**src/adc_ctrl_pkg.sv**
```systemverilog
// shared constants and types for the converter control block
package adc_ctrl_pkg;
  localparam int CORE_CLK_HZ = 200_000_000;
  localparam int OUT_BITS = 32;
  localparam int IN_BITS = 8;
  localparam int CTRL_BITS = 3;
  localparam int ADDR_BITS = 5;
  localparam int CNT_W = 6;
  localparam logic [CTRL_BITS-1:0] CTRL_UPDATE = 3'h5;
  localparam logic [CTRL_BITS-1:0] CTRL_KEEP = 3'h4;
  localparam logic [CTRL_BITS-1:0] CTRL_KEEP_GND = 3'h0;
  localparam logic [ADDR_BITS-1:0] ADDR_RESET = 5'h00;
  localparam logic [CNT_W-1:0] OUT_BITS_CNT = 6'h20;
  localparam logic [CNT_W-1:0] IN_BITS_CNT = 6'h08;
  // internal serial clock rate and its half period in core cycles
  localparam int ISCK_HZ = 19_200;
  localparam int ISCK_HALF_CYC = CORE_CLK_HZ / (2 * ISCK_HZ);
  // slowest external notch clock is 2.56 kHz; window spans one period
  localparam int EXT_OSC_MIN_HZ = 2_560;
  localparam int EXT_WINDOW_CYC = (CORE_CLK_HZ + EXT_OSC_MIN_HZ - 1) / EXT_OSC_MIN_HZ;
  localparam int NULL_DIVIDE = 2560;
  typedef enum logic [1:0] {NOTCH_60HZ, NOTCH_50HZ, NOTCH_EXT} notch_mode_t;
endpackage

```
**src/shift_if.sv**
```systemverilog
// carrier between the cycle control and the serial shifter
`timescale 1ns/1ps
interface shift_if;
  import adc_ctrl_pkg::*;
  logic load;
  logic [OUT_BITS-1:0] loadWord;
  logic rise;
  logic fall;
  logic outBit;
  logic inBit;
  logic [IN_BITS-1:0] inWord;
  logic [CNT_W-1:0] riseCount;
  modport ctrl (output load, loadWord, rise, fall, inBit, input outBit, inWord, riseCount);
  modport shifter (input load, loadWord, rise, fall, inBit, output outBit, inWord, riseCount);
endinterface

```
**src/serial_shifter.sv**
```systemverilog
// static output shift register and input word capture
`timescale 1ns/1ps
module serial_shifter
  import adc_ctrl_pkg::*;
(
  // clock and reset
  input wire logic clk,
  input wire logic rstN,
  // control side
  shift_if.shifter sh
);
  logic [OUT_BITS-1:0] outReg_q;
  logic [IN_BITS-1:0] inReg_q;
  logic [CNT_W-1:0] count_q;
  logic armed_q;

  assign sh.outBit = outReg_q[OUT_BITS-1];
  assign sh.inWord = inReg_q;
  assign sh.riseCount = count_q;

  always_ff @(posedge clk or negedge rstN) begin
    if (!rstN) begin
      outReg_q <= '0;
      inReg_q <= '0;
      count_q <= '0;
      armed_q <= 1'b0;
    end else if (sh.load) begin
      // result held here untouched through sleep
      outReg_q <= sh.loadWord;
      inReg_q <= '0;
      count_q <= '0;
      armed_q <= 1'b0;
    end else begin
      if (sh.rise && count_q < OUT_BITS_CNT) begin
        count_q <= count_q + 6'h01;
        armed_q <= 1'b1;
        if (count_q < IN_BITS_CNT) begin
          inReg_q <= {inReg_q[IN_BITS-2:0], sh.inBit};
        end
      end
      if (sh.fall && armed_q) begin
        outReg_q <= {outReg_q[OUT_BITS-2:0], 1'b0};
        armed_q <= 1'b0;
      end
    end
  end
endmodule

```
**src/notch_clock_detect.sv**
```systemverilog
// picks the notch frequency source from the frequency-control pin
`timescale 1ns/1ps
module notch_clock_detect
  import adc_ctrl_pkg::*;
#(
  parameter int WINDOW_CYC = EXT_WINDOW_CYC
) (
  // clock and reset
  input wire logic clk,
  input wire logic rstN,
  // synchronised pin level
  input wire logic pinSync,
  // results
  output notch_mode_t mode,
  output logic nullTick
);
  initial begin
    if (WINDOW_CYC < 2) $error("WINDOW_CYC too small");
  end
  logic pinLast_q;
  logic [31:0] quiet_q;
  logic [11:0] div_q;
  logic extSeen_q;
  notch_mode_t mode_q;
  logic tick_q;
  wire pinRise = pinSync & ~pinLast_q;
  wire pinEdge = pinSync ^ pinLast_q;
  wire divWrap = (div_q == 12'(NULL_DIVIDE - 1));

  assign mode = mode_q;
  assign nullTick = tick_q;

  always_ff @(posedge clk or negedge rstN) begin
    if (!rstN) begin
      pinLast_q <= 1'b0;
      quiet_q <= '0;
      extSeen_q <= 1'b0;
    end else begin
      pinLast_q <= pinSync;
      quiet_q <= pinEdge ? '0 : (quiet_q < 32'(WINDOW_CYC) ? quiet_q + 32'h1 : quiet_q);
      extSeen_q <= pinEdge ? 1'b1 : (quiet_q >= 32'(WINDOW_CYC) ? 1'b0 : extSeen_q);
    end
  end

  always_ff @(posedge clk or negedge rstN) begin
    if (!rstN) begin
      mode_q <= NOTCH_60HZ;
      div_q <= '0;
      tick_q <= 1'b0;
    end else begin
      mode_q <= extSeen_q ? NOTCH_EXT : (pinSync ? NOTCH_50HZ : NOTCH_60HZ);
      tick_q <= extSeen_q && pinRise && divWrap;
      if (pinRise) begin
        div_q <= divWrap ? 12'h000 : div_q + 12'h001;
      end
    end
  end
endmodule

```
**src/adc_cycle_serial_control.sv**
```systemverilog
// conversion, sleep and serial data transfer cycle control
// Functional notes
// - convert, sleep, data transfer, repeat
// - sleep after conversion while select high
// - result held in shifter during sleep
// - select low wakes, drives output, enters transfer
// - data output released while select high
// - output shows busy status before transfer
// - select high before first rise: sleep
// - after first rise shift out and in
// - select high mid-transfer starts conversion
// - output changes on falling serial clock
// - transfer ends after 32 bits
// - input ignored outside transfer
// - channel updates at once, next conversion
// - internal mode drives clock, weak pull-up
// - clock mode sampled at reset, select fall
// - level on notch pin picks 50/60
// - external notch clock divided by 2560
// - eight bits: three control, five address
// - load address only on 101
// - first conversion uses address zero
`timescale 1ns/1ps
module adc_cycle_serial_control
  import adc_ctrl_pkg::*;
#(
  parameter int ISCK_HALF = ISCK_HALF_CYC,
  parameter int EXT_WINDOW = EXT_WINDOW_CYC
) (
  // clock and reset
  input wire logic core_clk,
  input wire logic arst_n,
  // serial port pins
  input wire logic csN,
  input wire logic sdi,
  input wire logic sckIn,
  output logic sckOut,
  output logic sckOeN,
  output logic sckPullupEn,
  output logic sdoOut,
  output logic sdoOeN,
  // frequency-control pin
  input wire logic notchClockSelect,
  // analog converter side
  output logic convStart,
  input wire logic convDone,
  input wire logic [OUT_BITS-1:0] convWord,
  output logic [ADDR_BITS-1:0] chanAddr,
  output logic singleEndedSelect,
  // status
  output notch_mode_t notchMode,
  output logic nullTick,
  output logic extSckMode,
  output logic asleep
);
  initial begin
    if (ISCK_HALF < 2) $error("ISCK_HALF too small");
    if (ISCK_HALF > 65536) $error("ISCK_HALF too large");
    if (EXT_WINDOW < 2) $error("EXT_WINDOW too small");
  end

  typedef enum logic [1:0] {ST_CONVERT, ST_SLEEP, ST_WAIT_RISE, ST_SHIFT} state_t;

  // reset release
  logic rstMeta_q;
  logic rstN;
  always_ff @(posedge core_clk or negedge arst_n) begin
    if (!arst_n) begin
      rstMeta_q <= 1'b0;
      rstN <= 1'b0;
    end else begin
      rstMeta_q <= 1'b1;
      rstN <= rstMeta_q;
    end
  end

  // pin synchronisers
  logic [3:0] meta_q;
  logic [3:0] sync_q;
  logic csLast_q;
  logic sckLast_q;
  always_ff @(posedge core_clk or negedge rstN) begin
    if (!rstN) begin
      meta_q <= 4'hF;
      sync_q <= 4'hF;
      csLast_q <= 1'b1;
      sckLast_q <= 1'b1;
    end else begin
      meta_q <= {notchClockSelect, sckIn, sdi, csN};
      sync_q <= meta_q;
      csLast_q <= sync_q[0];
      sckLast_q <= sync_q[2];
    end
  end
  wire csSync = sync_q[0];
  wire sdiSync = sync_q[1];
  wire sckSync = sync_q[2];
  wire notchSync = sync_q[3];
  wire csFall = csLast_q & ~csSync;

  state_t state_q;
  state_t state_d;
  logic extMode_q;
  logic [1:0] modeArm_q;
  logic [ADDR_BITS-1:0] addr_q;
  logic addrDone_q;
  logic convStart_q;
  logic iSck_q;
  logic [15:0] iDiv_q;
  logic sdo_q;
  logic sdoOeN_q;
  logic sckOeN_q;

  shift_if sh ();

  serial_shifter u_shift (
    .clk (core_clk),
    .rstN (rstN),
    .sh (sh.shifter)
  );

  notch_clock_detect #(
    .WINDOW_CYC (EXT_WINDOW)
  ) u_notch (
    .clk (core_clk),
    .rstN (rstN),
    .pinSync (notchSync),
    .mode (notchMode),
    .nullTick (nullTick)
  );

  // serial clock edges from pin or own divider
  wire inTransfer = (state_q == ST_WAIT_RISE) || (state_q == ST_SHIFT);
  wire iHalfDone = (iDiv_q == 16'(ISCK_HALF - 1));
  wire iRise = !extMode_q && inTransfer && iHalfDone && !iSck_q;
  wire iFall = !extMode_q && inTransfer && iHalfDone && iSck_q;
  wire eRise = extMode_q && sckSync && !sckLast_q;
  wire eFall = extMode_q && !sckSync && sckLast_q;
  wire sckRise = inTransfer && !csSync && (eRise || iRise);
  wire sckFall = inTransfer && !csSync && (eFall || iFall);
  wire allOut = (sh.riseCount == OUT_BITS_CNT);

  assign sh.rise = sckRise;
  assign sh.fall = sckFall;
  assign sh.inBit = sdiSync;
  assign sh.load = convDone && (state_q == ST_CONVERT);
  assign sh.loadWord = convWord;

  // cycle state machine
  always_comb begin
    state_d = state_q;
    case (state_q)
      ST_CONVERT: begin
        if (convDone) begin
          state_d = ST_SLEEP;
        end
      end
      ST_SLEEP: begin
        if (!csSync) begin
          state_d = ST_WAIT_RISE;
        end
      end
      ST_WAIT_RISE: begin
        if (csSync) begin
          state_d = ST_SLEEP;
        end else if (sckRise) begin
          state_d = ST_SHIFT;
        end
      end
      ST_SHIFT: begin
        if (csSync || allOut) begin
          state_d = ST_CONVERT;
        end
      end
      default: begin
        state_d = ST_CONVERT;
      end
    endcase
  end

  always_ff @(posedge core_clk or negedge rstN) begin
    if (!rstN) begin
      state_q <= ST_CONVERT;
      convStart_q <= 1'b1;
    end else begin
      state_q <= state_d;
      convStart_q <= (state_d == ST_CONVERT) && (state_q != ST_CONVERT);
    end
  end

  // power-up sample waits until the pin level has crossed the synchroniser
  wire modeArmed = (modeArm_q == 2'h1);
  always_ff @(posedge core_clk or negedge rstN) begin
    if (!rstN) begin
      extMode_q <= 1'b0;
      modeArm_q <= 2'h3;
    end else begin
      if (modeArm_q != 2'h0) begin
        modeArm_q <= modeArm_q - 2'h1;
      end
      if (modeArmed || (csFall && !inTransfer)) begin
        extMode_q <= !sckSync;
      end
    end
  end

  // internal serial clock divider, low first after select falls
  always_ff @(posedge core_clk or negedge rstN) begin
    if (!rstN) begin
      iSck_q <= 1'b1;
      iDiv_q <= '0;
    end else if (!inTransfer || extMode_q) begin
      iSck_q <= 1'b1;
      iDiv_q <= '0;
    end else if (state_q == ST_WAIT_RISE && iSck_q) begin
      iSck_q <= 1'b0;
      iDiv_q <= '0;
    end else begin
      iDiv_q <= iHalfDone ? 16'h0000 : iDiv_q + 16'h0001;
      if (iHalfDone) begin
        iSck_q <= !iSck_q;
      end
    end
  end

  // channel address; reset default
  wire [CTRL_BITS-1:0] ctrlBits = sh.inWord[IN_BITS-1 -: CTRL_BITS];
  wire inWordReady = (sh.riseCount == IN_BITS_CNT) && (state_q == ST_SHIFT);
  always_ff @(posedge core_clk or negedge rstN) begin
    if (!rstN) begin
      addr_q <= ADDR_RESET;
      addrDone_q <= 1'b0;
    end else begin
      if (state_q != ST_SHIFT) begin
        addrDone_q <= 1'b0;
      end else if (inWordReady && !addrDone_q) begin
        addrDone_q <= 1'b1;
        if (ctrlBits == CTRL_UPDATE) begin
          addr_q <= sh.inWord[ADDR_BITS-1:0];
        end
      end
    end
  end

  // pin drivers
  always_ff @(posedge core_clk or negedge rstN) begin
    if (!rstN) begin
      sdo_q <= 1'b1;
      sdoOeN_q <= 1'b1;
      sckOeN_q <= 1'b1;
    end else begin
      sdoOeN_q <= csSync;
      sdo_q <= (state_q == ST_CONVERT) ? 1'b1 : sh.outBit;
      sckOeN_q <= !(inTransfer && !extMode_q && !csSync);
    end
  end

  // shifter keeps result through sleep until shifted out
  assign sdoOut = sdo_q;
  assign sdoOeN = sdoOeN_q;
  assign sckOut = iSck_q;
  assign sckOeN = sckOeN_q;
  assign sckPullupEn = !extMode_q;
  assign convStart = convStart_q;
  assign chanAddr = addr_q;
  assign singleEndedSelect = addr_q[ADDR_BITS-1];
  assign extSckMode = extMode_q;
  assign asleep = (state_q == ST_SLEEP);
endmodule

```
**config.mk**
```make
export PLATFORM = sky130hd
export DESIGN_NAME = adc_cycle_serial_control
export DESIGN_NICKNAME = d
export VERILOG_FILES = /design/src/adc_ctrl_pkg.sv /design/src/shift_if.sv /design/src/serial_shifter.sv /design/src/notch_clock_detect.sv /design/src/adc_cycle_serial_control.sv
export SDC_FILE = /design/constraint.sdc
export NUM_CORES = 1
export LEC_CHECK = 0
export BUFFER_PORTS_ARGS = -buffer_cell sky130_fd_sc_hd__buf_2
export CAP_MARGIN = 20
export CORE_MARGIN = 2
export CORE_UTILIZATION = 28
export CTS_BUF_LIST = sky130_fd_sc_hd__clkbuf_2 sky130_fd_sc_hd__clkbuf_4 sky130_fd_sc_hd__clkbuf_8
export DETAILED_ROUTE_END_ITERATION = 16
export PLACE_DENSITY = 0.55
export SETUP_SLACK_MARGIN = 0.15
export SLEW_MARGIN = 20
export SYNTH_ARGS = -nofsm -noshare
export SYNTH_HDL_FRONTEND = slang
export SYNTH_SLANG_ARGS = --single-unit
```
**constraint.sdc**
```tcl
create_clock -name core_clk -period 3.97 [get_ports core_clk]
set_clock_uncertainty 0.1 [all_clocks]
set_input_delay 0.5955 -clock core_clk [delete_from_list [all_inputs] [get_ports core_clk]]
set_output_delay 0.5955 -clock core_clk [all_outputs]
set_load 0.01 [all_outputs]
```
## After elaboration in Yosys (flattened, before gate mapping)

Cells that the tools add are included.

| storage, ports and cells | value |
|---|---|
| memories | 0 |
| bits in read-only memories | 0 |
| bits in registers | 139 |
| logic and storage cells | 133 |
| bits in latches | 0 |
| RAM bits | 0 |
| output and inout port bits | 17 |

| cells by class | value |
|---|---|
| shift operators | 0 |
| mux-type cells | 32 |
| multipliers | 0 |
| $add $sub $neg | 5 |
| reduce and logical (&&, ||, !) cells | 50 |
| equality and inequality tests | 10 |
| bitwise operators | 6 |
| $lt $le $gt $ge | 4 |
| div/mod/pow operators | 0 |

Operator list:

| operator | number |
|---|---|
| $mux W32 | 4 |
| $mux W16 | 3 |
| $add A32 B1 Y32 const B | 1 |
| $ge A32 B17 Y1 const B | 1 |
| $lt A32 B17 Y1 const B | 1 |
| $mux W8 | 3 |
| $logic_and A1 B1 Y1 | 22 |
| $add A16 B1 Y16 const B | 1 |
| $eq A16 B13 Y1 const B | 1 |
| $reduce_bool A2 Y1 | 8 |
| $add A12 B1 Y12 const B | 1 |
| $eq A12 B12 Y1 const B | 1 |
| $mux W1 | 12 |
| $mux W12 | 1 |
| $mux W2 | 6 |
| $mux W6 | 2 |
| $logic_not A1 Y1 | 8 |
| $pmux W2 S4 | 1 |
| $add A6 B1 Y6 const B | 1 |
| $eq A6 B4 Y1 const B | 1 |
| $eq A6 B6 Y1 const B | 1 |
| $logic_or A1 B1 Y1 | 6 |
| $lt A6 B4 Y1 const B | 1 |
| $lt A6 B6 Y1 const B | 1 |
| other kinds (12) | 19 |

## Depth between registers and ports, before layout

Gate-level depths: netlist of the first run.

| depth | value |
|---|---|
| word-level depth | 12 |
| gate-level depth with buffers | 8 |
| mapped depth without buffers | 7 |

## Hierarchy

From an unflattened synthesis of the first run, not the netlist that was laid out.

| second synthesis, totals | value |
|---|---|
| cells, all modules | 585 |
| area total of the unflattened synthesis | 6268.5 um2 |

By module, submodules not included:

| module | area each (um2) | instances | cells an instance |
|---|---|---|---|
| notch_clock_detect | 2249.7 | 1 | 213 |
| serial_shifter | 2124.5 | 1 | 206 |
| adc_cycle_serial_control | 1894.3 | 1 | 166 |

## Least setup slack after synthesis of the first run

Ideal clock, no wire load.

| timing path | value |
|---|---|
| kind | reg-to-reg |
| start point | register iDiv_q[0] |
| end point | register u_shift.outReg_q[29] |
| arrival | 1.955 ns |
| clock period less this slack | 2.182 ns |
| path slack | 1.788 ns |
| path buffers | 2 |
| stages on the path, launching flop included | 9 |
| required time | 3.744 ns |
| library setup time | 0.126 ns |
| cells stage by stage | dfrtp_1 > ha_1 > and4b_1 > nand4_1 > o21ba_2 > and2_0 > clkbuf_1 > buf_2 > a221o_1 |

| on the way | value |
|---|---|
| word-level cells in the longest chain between the ends | 7 |

RTL lines:

| what | line | text |
|---|---|---|
| start, declared | adc_cycle_serial_control.sv:109 | `logic [15:0] iDiv_q;` |
| start signal, assigned | adc_cycle_serial_control.sv:219 | `iDiv_q <= iHalfDone ? 16'h0000 : iDiv_q + 16'h0001;` |
| $eq A16 B13 Y1 | adc_cycle_serial_control.sv:134 | `wire iHalfDone = (iDiv_q == 16'(ISCK_HALF - 1));` |
| $logic_and A1 B1 Y1 (2 in a row) | adc_cycle_serial_control.sv:136 | `wire iFall = !extMode_q && inTransfer && iHalfDone && iSck_q;` |
| $logic_or A1 B1 Y1 | adc_cycle_serial_control.sv:140 | `wire sckFall = inTransfer && !csSync && (eFall \|\| iFall);` |
| $logic_and A1 B1 Y1 | adc_cycle_serial_control.sv:140 |  |
| $logic_and A1 B1 Y1 | serial_shifter.sv:41 | `if (sh.fall && armed_q) begin` |
| $reduce_bool A2 Y1 (no line) | -- |  |
| end signal, assigned | serial_shifter.sv:29 | `outReg_q <= sh.loadWord;` |
| end signal, assigned | serial_shifter.sv:42 | `outReg_q <= {outReg_q[OUT_BITS-2:0], 1'b0};` |
| end, declared | serial_shifter.sv:12 | `logic [OUT_BITS-1:0] outReg_q;` |

No other way between the ends.
A chain may end at the register's enable or synchronous reset.

## Final worst setup path of the first run

| timing path | value |
|---|---|
| start point | register iDiv_q[0] |
| end point | register u_shift.outReg_q[27] |

The elaborated chain is that of the path after synthesis.

==> impl_metrics.yaml, run 1 <==
yosys:
  synth.distinct_cells: 51
  synth_top_area_share_pct: 50.10
  yosys.area.top_type: "dfrtp_1"
  synth-seq-area-share_pct: 56.95
  synth_top_family_by_area: "simple AND/OR/NAND/NOR gates"
  synth_compound_area_share_pct: 9.308
  synth-xor-area-share_pct: 4.277
  synth_warnings: 0
  synthFlopType: "dfrtp_1"
  yosys-top-cells-area: "dfrtp_1 50%, dfstp_2 6.8%, a221o_1 4.9%"
  netlist_area_um2: 6143
  async_reset_ff_share_pct: 100.0
  yosys.area_share.simple_pct: 21.98
  yosysMostFrequentCell: "dfrtp_1"
  syn_nets: 606
  synth_common_cells: "123 x dfrtp_1, 45 x nor2_1, 36 x nand2_1, 34 x nor2b_1, 33 x nand3_1"
  synth_edf_count: 0
  synth.area.mux_share_pct: 2.383
  ys_ff_latch: 139
  synthAdderAreaFrac_pct: 2.037
  avgSynthCellArea_um2: 11.03
  synthCells: 557
layout:
  regArea_um2: 3502
  final.fill_count: 2192
  fin_nets: 663
  multi_input_area_um2: 2460
  drive_above_1_share_pct: 20.41
  diodes: 0
  syn_to_final_growth_pct: 16.27
  fin_util_pct: 32.94
detailed_routing:
  avgViaCountPerCell: 4.638
  wl_per_cell_um: 13.63
  drt_iter0_drc: 262
  routed_wirelength_um: 12360
  drt_first_pass_iters: 4
  vias: 4207
  post-route-drc-count: 0
  drtAntennaViolNets: 0
clock_tree:
  cts_resized: 0
  cts.reportedPaths.clkPinSlew_ps: 90
  cts_sinks: 139
  root_buffer: "clkbuf_8"
  cts_max_level: 4
  post_cts_buffers: 0
  cts_tree: "yes"
  cts_buffers: 17
  clk_path_buf_depth: 2
  cts_hold_buf: 1
  clk_latency_ps: 450
setup_path:
  crit_path_max_fanout: 31
  critPathLaunch: "iDiv_q[0]"
  critPathCapture: "u_shift.outReg_q[27]"
  timing.rr.end: "u_shift.outReg_q[27]"
  arrival_ps: 2930
  rrSetupSlack_ps: 1260
  crit_type: "register to register"
  worst_setup_path_end_kind: "register"
  cp_data_required_time_ps: 4190
  rr_worst_depth: 8
  rr_startpoint: "iDiv_q[0]"
  start_kind: "register"
run:
  maxCapViolations: 0
floorplanning:
  io_pins: 56
  die_y_um: 152.1
  die_x_um: 152.1
  initial_core_util_pct: 28.33
  core_um2: 21690
  die-area_um2: 23140
  row_count: 54
power:
  peakVddDrop_mv: 0.2349
  p_leak_nw: 3.067
  powerDensity_nw_per_um2: 496.6
global_route:
  grt_use_total_pct: 11.18
  grt_pass1_vias: 4199
  grt_pass1_wl_um: 21330
  antenna_found_initial: 0
  grt_overflow: 0
  grt_max_degree: 70
sta:
  grt_setup_unrepaired: "no"
  finalSetupViolCount: 0
  slew_headroom_pct: 37.91
  finalHoldViolCount: 0
  layout_worst_path_cycle_share_pct: 68.27
  worst_pin_slew_ps: 931.3
  clock.fmax_mhz: 368.9
  hold_ws_ps: 142.2
  finalMaxSlewViolations: 0
  setup_tns_ps: 0
  period_minus_slack_ps: 2710
outcome:
  status: "finished clean"
hold_path:
  hp-class: "input pin to register"
place:
  gp_congestion: 0.7385
  hpwl_um: 7904
  portBuffers: 55
## report_power, final
| group | total [mW] | internal [mW] | switching (mW) |
|---|---|---|---|
| registers | 1.81 | 1.65 | 0.167 |
| clock network | 1.20 | 0.616 | 0.582 |
| logic | 0.536 | 0.279 | 0.257 |
## final cells by class
class,count,share of cell area (%)
clock buffer,21,3.871
tap,280,4.905
clock inverter,11,1.857
sequential,139,49.03
inverter,23,1.209
multi-input combinational,372,34.44
timing repair buffer,61,4.694
## worst max-delay path, cell delays in order (launching register included)
cell and delay (ps):
dfrtp_1 410, ha_1 240, and4b_1 210, nand4_1 260
o21ba_2 400, buf_4 240, and2_0 170, buf_4 240
a221o_1 320
## placed cells by master, fill, tap and decap left out, types with 4 or more instances in the layout
cell,Yosys,routed
dfrtp_1,123,122
nor4_2,6,6
dfstp_2,16,16
buf_4,1,4
xnor2_1,21,21
inv_6,0,5
nor4_1,8,8
o21ai_0,19,19
nor2b_1,34,34
clkbuf_8,0,19
nand3_1,33,33
nor3_1,9,9
mux2_2,5,5
mux2i_1,9,9
and3_1,4,4
nor2_1,45,45
xor2_1,9,9
inv_1,23,23
ha_1,10,10
and2_1,17,18
nand2_1,36,36
o31ai_1,4,4
nand2b_1,7,7
nand4_1,12,12
buf_2,7,55
or4_1,6,6
a21oi_1,11,11
or3_1,4,4
a221o_1,30,30
## metal layers
| layer | global-route usage (%) | up-vias | share of wire, % |
|---|---|---|---|
| met3 | 3.337 | 12 | 3.5 |
| met1 | 16.19 | 2055 | 51 |
| li1 | - | 2079 | - |
| met5 | 0 | - | 0 |
| met2 | 16.11 | 61 | 44 |
| met4 | 3.338 | 0 | 1.1 |
## cell families after synthesis
family / count (synthesis)
simple gates: 241
flops: 139
compound gates: 76
buf+inv: 46
xor+xnor: 30
mux: 14
fa+ha+maj: 10
other cells: 1
## sequential cells by signal, indices dropped and copies added (netlist names), 2 cells and up
register and cells:
u_notch.mode 2, u_notch.div_q 12, meta_q 4, sync_q 4, u_notch.quiet_q 32, iDiv_q 16
modeArm_q 2, state_q 2, chanAddr 5, u_shift.sh.riseCount 6, u_shift.outReg_q 32, u_shift.sh.inWord 8
## worst min path at each step
stage | start | to | slack [ps] | cells past startpoint
detailed placement | rstMeta_q | rstN | 240 | 0
CTS | notchClockSelect | meta_q[3] | 110 | 1
finish | notchClockSelect | meta_q[3] | 140 | 1
floorplan | arst_n | rstMeta_q | 200 | 0
global route | notchClockSelect | meta_q[3] | 100 | 1
global placement | rstMeta_q | rstN | 240 | 0
## stage by stage
step | power, mW | setup WS (ps) | area, um2 | instances
after floorplan | 2.210 | 1576 | 6145 | 557
after detailed placement | 2.379 | 1250 | 6724 | 874
after CTS | 3.609 | 1232 | 7143 | 907
final | 3.548 | 1260 | 7143 | 907
after global routing | 3.772 | 1038 | 7143 | 907
after global placement | 2.377 | 1295 | 6724 | 874
No activity file was read; power rests on OpenSTA's default activity.
==> inputs of run 2 (changes only) <==
- PLACE_DENSITY: 0.55 -> 0.54
- clock period: 3.97 -> 2.6 ns (I/O delays scaled with it)
==> run 2 against run 1 <==
Net effect:
- wire length up 1.7%
- maximum frequency rose by 17%
- design area rose by 1.6%
- first-iteration DRC count up 6.9%
- core utilization is 0.52 points higher
- total power is 52% higher
- highest routed layer unchanged
- clock power up 48%
- non-clock buffer count is 12 higher
- final cell count grew 1.3%
- largest cell class unchanged
- via count grew 3.9%
==> impl_metrics.yaml, run 2 (synthesis gave the netlist of run 1 again) <==
layout:
  fin_cells: 919
  final.fill_count: 2153
  syn_to_final_growth_pct: 18.13
  mostFrequentLayoutCell: "dfrtp_1"
  fin_nets: 675
  top_regs: "u_notch.quiet_q (32), u_shift.outReg_q (32), iDiv_q (16)"
  diodes: 0
  stdcell_area_um2: 7257
  layout_common_cells: "122 x dfrtp_1, 55 x buf_2, 45 x nor2_1"
  drive_above_1_share_pct: 21.44
setup_path:
  timing.rr.end: "u_notch.quiet_q[13]"
  crit_chain: "inv_1 > ha_1 > nand4b_1 > a31oi_2 > or3_4 > or4_1 > a21oi_1"
  worst_setup_path_end_kind: "register"
  rr_worst_depth: 7
  start_kind: "register"
  rr_startpoint: "u_notch.quiet_q[0]"
  slowest_stage: "or4_1"
  crit_type: "register to register"
  crit_path_max_fanout: 8
  arrival_ps: 2580
  rrSetupSlack_ps: 280
  cp_data_required_time_ps: 2850
  critPathMaxStageDelay_ps: 510
detailed_routing:
  vias: 4370
  drt_iter0_drc: 280
  avgViaCountPerCell: 4.755
  drtAntennaViolNets: 0
  wl_per_cell_um: 13.69
  drt_first_pass_iters: 5
  routed_wirelength_um: 12580
  post-route-drc-count: 0
place:
  portBuffers: 55
  dp_cells: 879
  place_area_um2: 6774
  hpwl_um: 8509
  gp_congestion: 0.8100
clock_tree:
  clk_latency_ps: 440
  cts_sinks: 139
  cts.reportedPaths.clkPinSlew_ps: 80
  cts_buffers: 17
  clk_path_buf_depth: 2
  cts_max_level: 4
  root_buffer: "clkbuf_8"
  cts_tree: "yes"
floorplanning:
  row_count: 54
  die_y_um: 152.1
  die_x_um: 152.1
  core_um2: 21690
  die-area_um2: 23140
  io_pins: 56
  initial_core_util_pct: 28.33
sta:
  period_minus_slack_ps: 2324
  slew_headroom_pct: 51.73
  setup_tns_ps: 0
  finalSetupViolCount: 0
  finalMaxSlewViolations: 0
  grt_setup_unrepaired: "no"
  finalHoldViolCount: 0
  layout_worst_path_cycle_share_pct: 89.39
  clock.fmax_mhz: 430.3
  worst_pin_slew_ps: 724.0
global_route:
  antenna_found_initial: 0
  grt_pass1_vias: 4552
  grt_use_total_pct: 11.55
  grt_pass1_wl_um: 21980
  grt_overflow: 0
  grt_max_degree: 52
hold_path:
  whs_endpoint: "u_shift.outReg_q[0]"
  hold_start: "convWord[0]"
  holdPathStages: 3
  hp-class: "input pin to register"
power:
  p_seq_share_pct: 51.4
  switching_share_pct: 28.26
  p_switching_mw: 1.523
  pwr-share-clk_pct: 32.9
  p_leak_nw: 3.124
  peakVddDrop_mv: 0.3184
  powerDensity_nw_per_um2: 742.5
  p_int_mw: 3.865
  comb_power_share_pct: 15.8
outcome:
  status: "finished clean"
run:
  maxCapViolations: 0
-- run 2: worst max path at each step --
| stage | from | endpoint | slack, ps | depth (start not counted) |
|---|---|---|---|---|
| after floorplan | rstN | addrDone_q | 210 | 0 |
| after global placement | u_notch.quiet_q[21] | u_notch.quiet_q[13] | 330 | 5 |
| after detailed placement | u_notch.quiet_q[0] | u_notch.quiet_q[15] | 220 | 7 |
| after CTS | u_notch.quiet_q[0] | u_notch.quiet_q[13] | 220 | 7 |
| after global routing | u_notch.quiet_q[0] | u_notch.quiet_q[13] | 150 | 7 |
| final | u_notch.quiet_q[0] | u_notch.quiet_q[13] | 280 | 7 |
-- run 2: area by class of cell --
type | count | area, um2 | share of cell area, %
timing repair buffer | 73 | 447.9 | 6.172
clock inverter | 12 | 141.4 | 1.948
inverter | 23 | 86.33 | 1.190
clock buffer | 20 | 262.8 | 3.621
sequential | 139 | 3502 | 48.26
multi-input combinational | 372 | 2466 | 33.98
tap | 280 | 350.3 | 4.828
-- run 2: metrics by stage --
step	setup WS (ps)	util (%)	hold slack [ps]	power, mW
after floorplan	205.6	-	-5.591	3.374
after global placement	331.8	31.23	75.80	3.624
after detailed placement	224.3	31.23	77.08	3.659
after CTS	217.6	33.33	25.30	5.489
after global routing	151.6	33.46	26.12	5.744
final	275.9	33.46	62.96	5.389
-- run 2: critical path: cells and delay by family (launching register included) --
kind	cells	cell delay (ps)
AO/OA/AOI/OAI	2	360
adder cells (fa/ha/maj)	1	130
buffers and inverters	1	100
flip-flops	1	440
AND/OR/NAND/NOR	3	1110
-- run 2: repair_timing --
action	4_1_cts	5_1_grt
resized for setup	0	1
endpoints found under the hold margin	6	0
buffers inserted	0	3
hold buffers	5	0
endpoints found under the setup margin	0	3
-- run 2: power groups by stage --
stage / combinational [mW] / sequential [mW] / clock [mW]
after CTS: 0.866 / 2.77 / 1.85
final: 0.850 / 2.77 / 1.77
after floorplan: 0.625 / 2.75 / 0
after global routing: 0.959 / 2.83 / 1.95
after detailed placement: 0.856 / 2.80 / 0
after global placement: 0.832 / 2.79 / 0
-- run 2: routing by layer --
| layer | wire length (um) | vias up | track usage (%) |
|---|---|---|---|
| met4 | 164 | 0 | 3.872 |
| met2 | 5988 | 90 | 18.32 |
| met5 | 0 | - | 0 |
| met1 | 5910 | 2160 | 14.85 |
| li1 | - | 2107 | - |
| met3 | 513 | 13 | 3.908 |
==> inputs of run 3 (changes only) <==
- BUFFER_PORTS_ARGS: -buffer_cell sky130_fd_sc_hd__buf_2 -> -buffer_cell sky130_fd_sc_hd__buf_4
==> run 3 against run 2 <==
Net effect:
- core utilization increased by 0.44 points
- hold slack got worse by 14 ps
- highest routed layer unchanged
- critical endpoint is now u_notch.quiet_q[15]
- largest cell class unchanged
- via count fell by 0.46%
- critical path depth stayed put
- sequential cell count unchanged
- wire length up 0.76%
- register-to-register slack got worse by 20 ps
- clock-buffer cell count decreased by 3
==> impl_metrics.yaml, run 3 (synthesis gave the netlist of run 1 again) <==
outcome:
  status: "finished clean"
detailed_routing:
  wl_per_cell_um: 13.79
  vias: 4350
  drt_first_pass_iters: 4
  avgViaCountPerCell: 4.733
  routed_wirelength_um: 12670
  post-route-drc-count: 0
  drt_iter0_drc: 260
  drtAntennaViolNets: 0
clock_tree:
  cts_max_level: 4
  cts_sinks: 139
  clk_path_buf_depth: 2
  cts.reportedPaths.clkPinSlew_ps: 90
  cts_buffers: 17
  cts_tree: "yes"
  root_buffer: "clkbuf_8"
  clk_latency_ps: 450
floorplanning:
  io_pins: 56
  die-area_um2: 23140
  core_um2: 21690
  initial_core_util_pct: 28.33
  die_y_um: 152.1
  row_count: 54
  die_x_um: 152.1
power:
  powerDensity_nw_per_um2: 718.6
  switching_share_pct: 30.39
  pwr-share-clk_pct: 30.8
  p_seq_share_pct: 52.4
  p_int_mw: 3.678
  p_leak_nw: 3.130
  p_switching_mw: 1.606
  peakVddDrop_mv: 0.3176
  p_total_mw: 5.283
  comb_power_share_pct: 16.8
place:
  portBuffers: 55
  place_area_um2: 6892
  gp_congestion: 0.8181
  hpwl_um: 8425
  dp_cells: 878
run:
  maxCapViolations: 0
global_route:
  grt_overflow: 0
  grt_pass1_vias: 4469
  use_met2_pct: 18.68
  antenna_found_initial: 0
  grt_use_total_pct: 11.52
  met3_usage_pct: 3.822
  gr-max-usage-layer: "met2"
  grt_pass1_wl_um: 21920
  grt_max_degree: 86
  grt_use_met1_pct: 14.64
sta:
  worst_pin_slew_ps: 729.8
  finalSetupViolCount: 0
  layout_worst_path_cycle_share_pct: 90.09
  grt_setup_unrepaired: "no"
  finalHoldViolCount: 0
  finalMaxSlewViolations: 0
  clock.fmax_mhz: 426.9
  period_minus_slack_ps: 2342
  setup_tns_ps: 0
  slew_headroom_pct: 51.35
layout:
  multi_input_area_um2: 2475
  fin_nets: 675
  top_regs: "u_notch.quiet_q (32), u_shift.outReg_q (32), iDiv_q (16)"
  fin_cells: 919
  drive_above_1_share_pct: 21.60
  final.fill_count: 2157
  diodes: 0
  syn_to_final_growth_pct: 19.67
  regArea_um2: 3503
  stdcell_area_um2: 7352
  layout_common_cells: "121 x dfrtp_1, 67 x buf_4, 45 x nor2_1"
  fin_util_pct: 33.90
  mostFrequentLayoutCell: "dfrtp_1"
setup_path:
  worst_setup_path_end_kind: "register"
  cp_data_required_time_ps: 2860
  crit_type: "register to register"
  arrival_ps: 2600
  crit_path_max_fanout: 8
  start_kind: "register"
hold_path:
  hp-class: "input pin to register"
## run 3: power groups by stage
stage / combinational, mW / sequential (mW) / clock [mW]
3_5_place_dp: 0.895 / 2.80 / 0
5_1_grt: 1.00 / 2.82 / 1.81
3_3_place_gp: 0.872 / 2.79 / 0
6_report: 0.889 / 2.77 / 1.63
4_1_cts: 0.907 / 2.77 / 1.71
2_1_floorplan: 0.625 / 2.75 / 0
## run 3: worst max-delay path: stages (launching register included)
cell and delay [ps]:
dfrtp_2 440, inv_1 90, ha_1 140, nand4b_1 160
a31oi_4 150, or3_4 470, or4_1 530, a21oi_1 180
## run 3: final timing paths
check / startpoint / end / slack [ps] / cells after the start
hold reg to reg: rstN / chanAddr[2] / 150 / 0
setup / recovery: u_notch.quiet_q[0] / u_notch.quiet_q[15] / 260 / 7
min in group asynchronous: rstN / chanAddr[2] / 150 / 0
max in group asynchronous: rstN / sync_q[3] / 1440 / 1
setup reg to reg: u_notch.quiet_q[0] / u_notch.quiet_q[15] / 260 / 7
hold / removal: convWord[30] / u_shift.outReg_q[30] / 50 / 3
## run 3: layer usage
layer	wire (um)	up-vias	share of wire, %
met5	0	-	0
li1	-	2103	-
met3	460	8	3.6
met1	5990	2187	47
met4	112	0	0.88
met2	6109	52	48
## run 3: timing repair
item,CTS,global route
setup buffers,0,4
setup endpoints to repair,0,3
endpoints found under the hold margin,6,0
gates resized for setup,0,3
hold buffers,5,0
## run 3: final cells by class
type,instances,share of cell area [%]
clock buffers,17,3.182
clock inverters,15,1.770
inverters,23,1.174
multi-input cells,372,33.66
flip-flops and latches,139,47.65
well taps,280,4.765
repair buffers,73,7.794
## run 3: stage by stage
step	worst slack (ps)	hold slack, ps
4_1_cts	179.7	12.90
5_1_grt	145.1	21.17
2_1_floorplan	205.6	-5.591
3_5_place_dp	194.2	73.42
6_report	257.6	48.87
3_3_place_gp	333.0	72.75
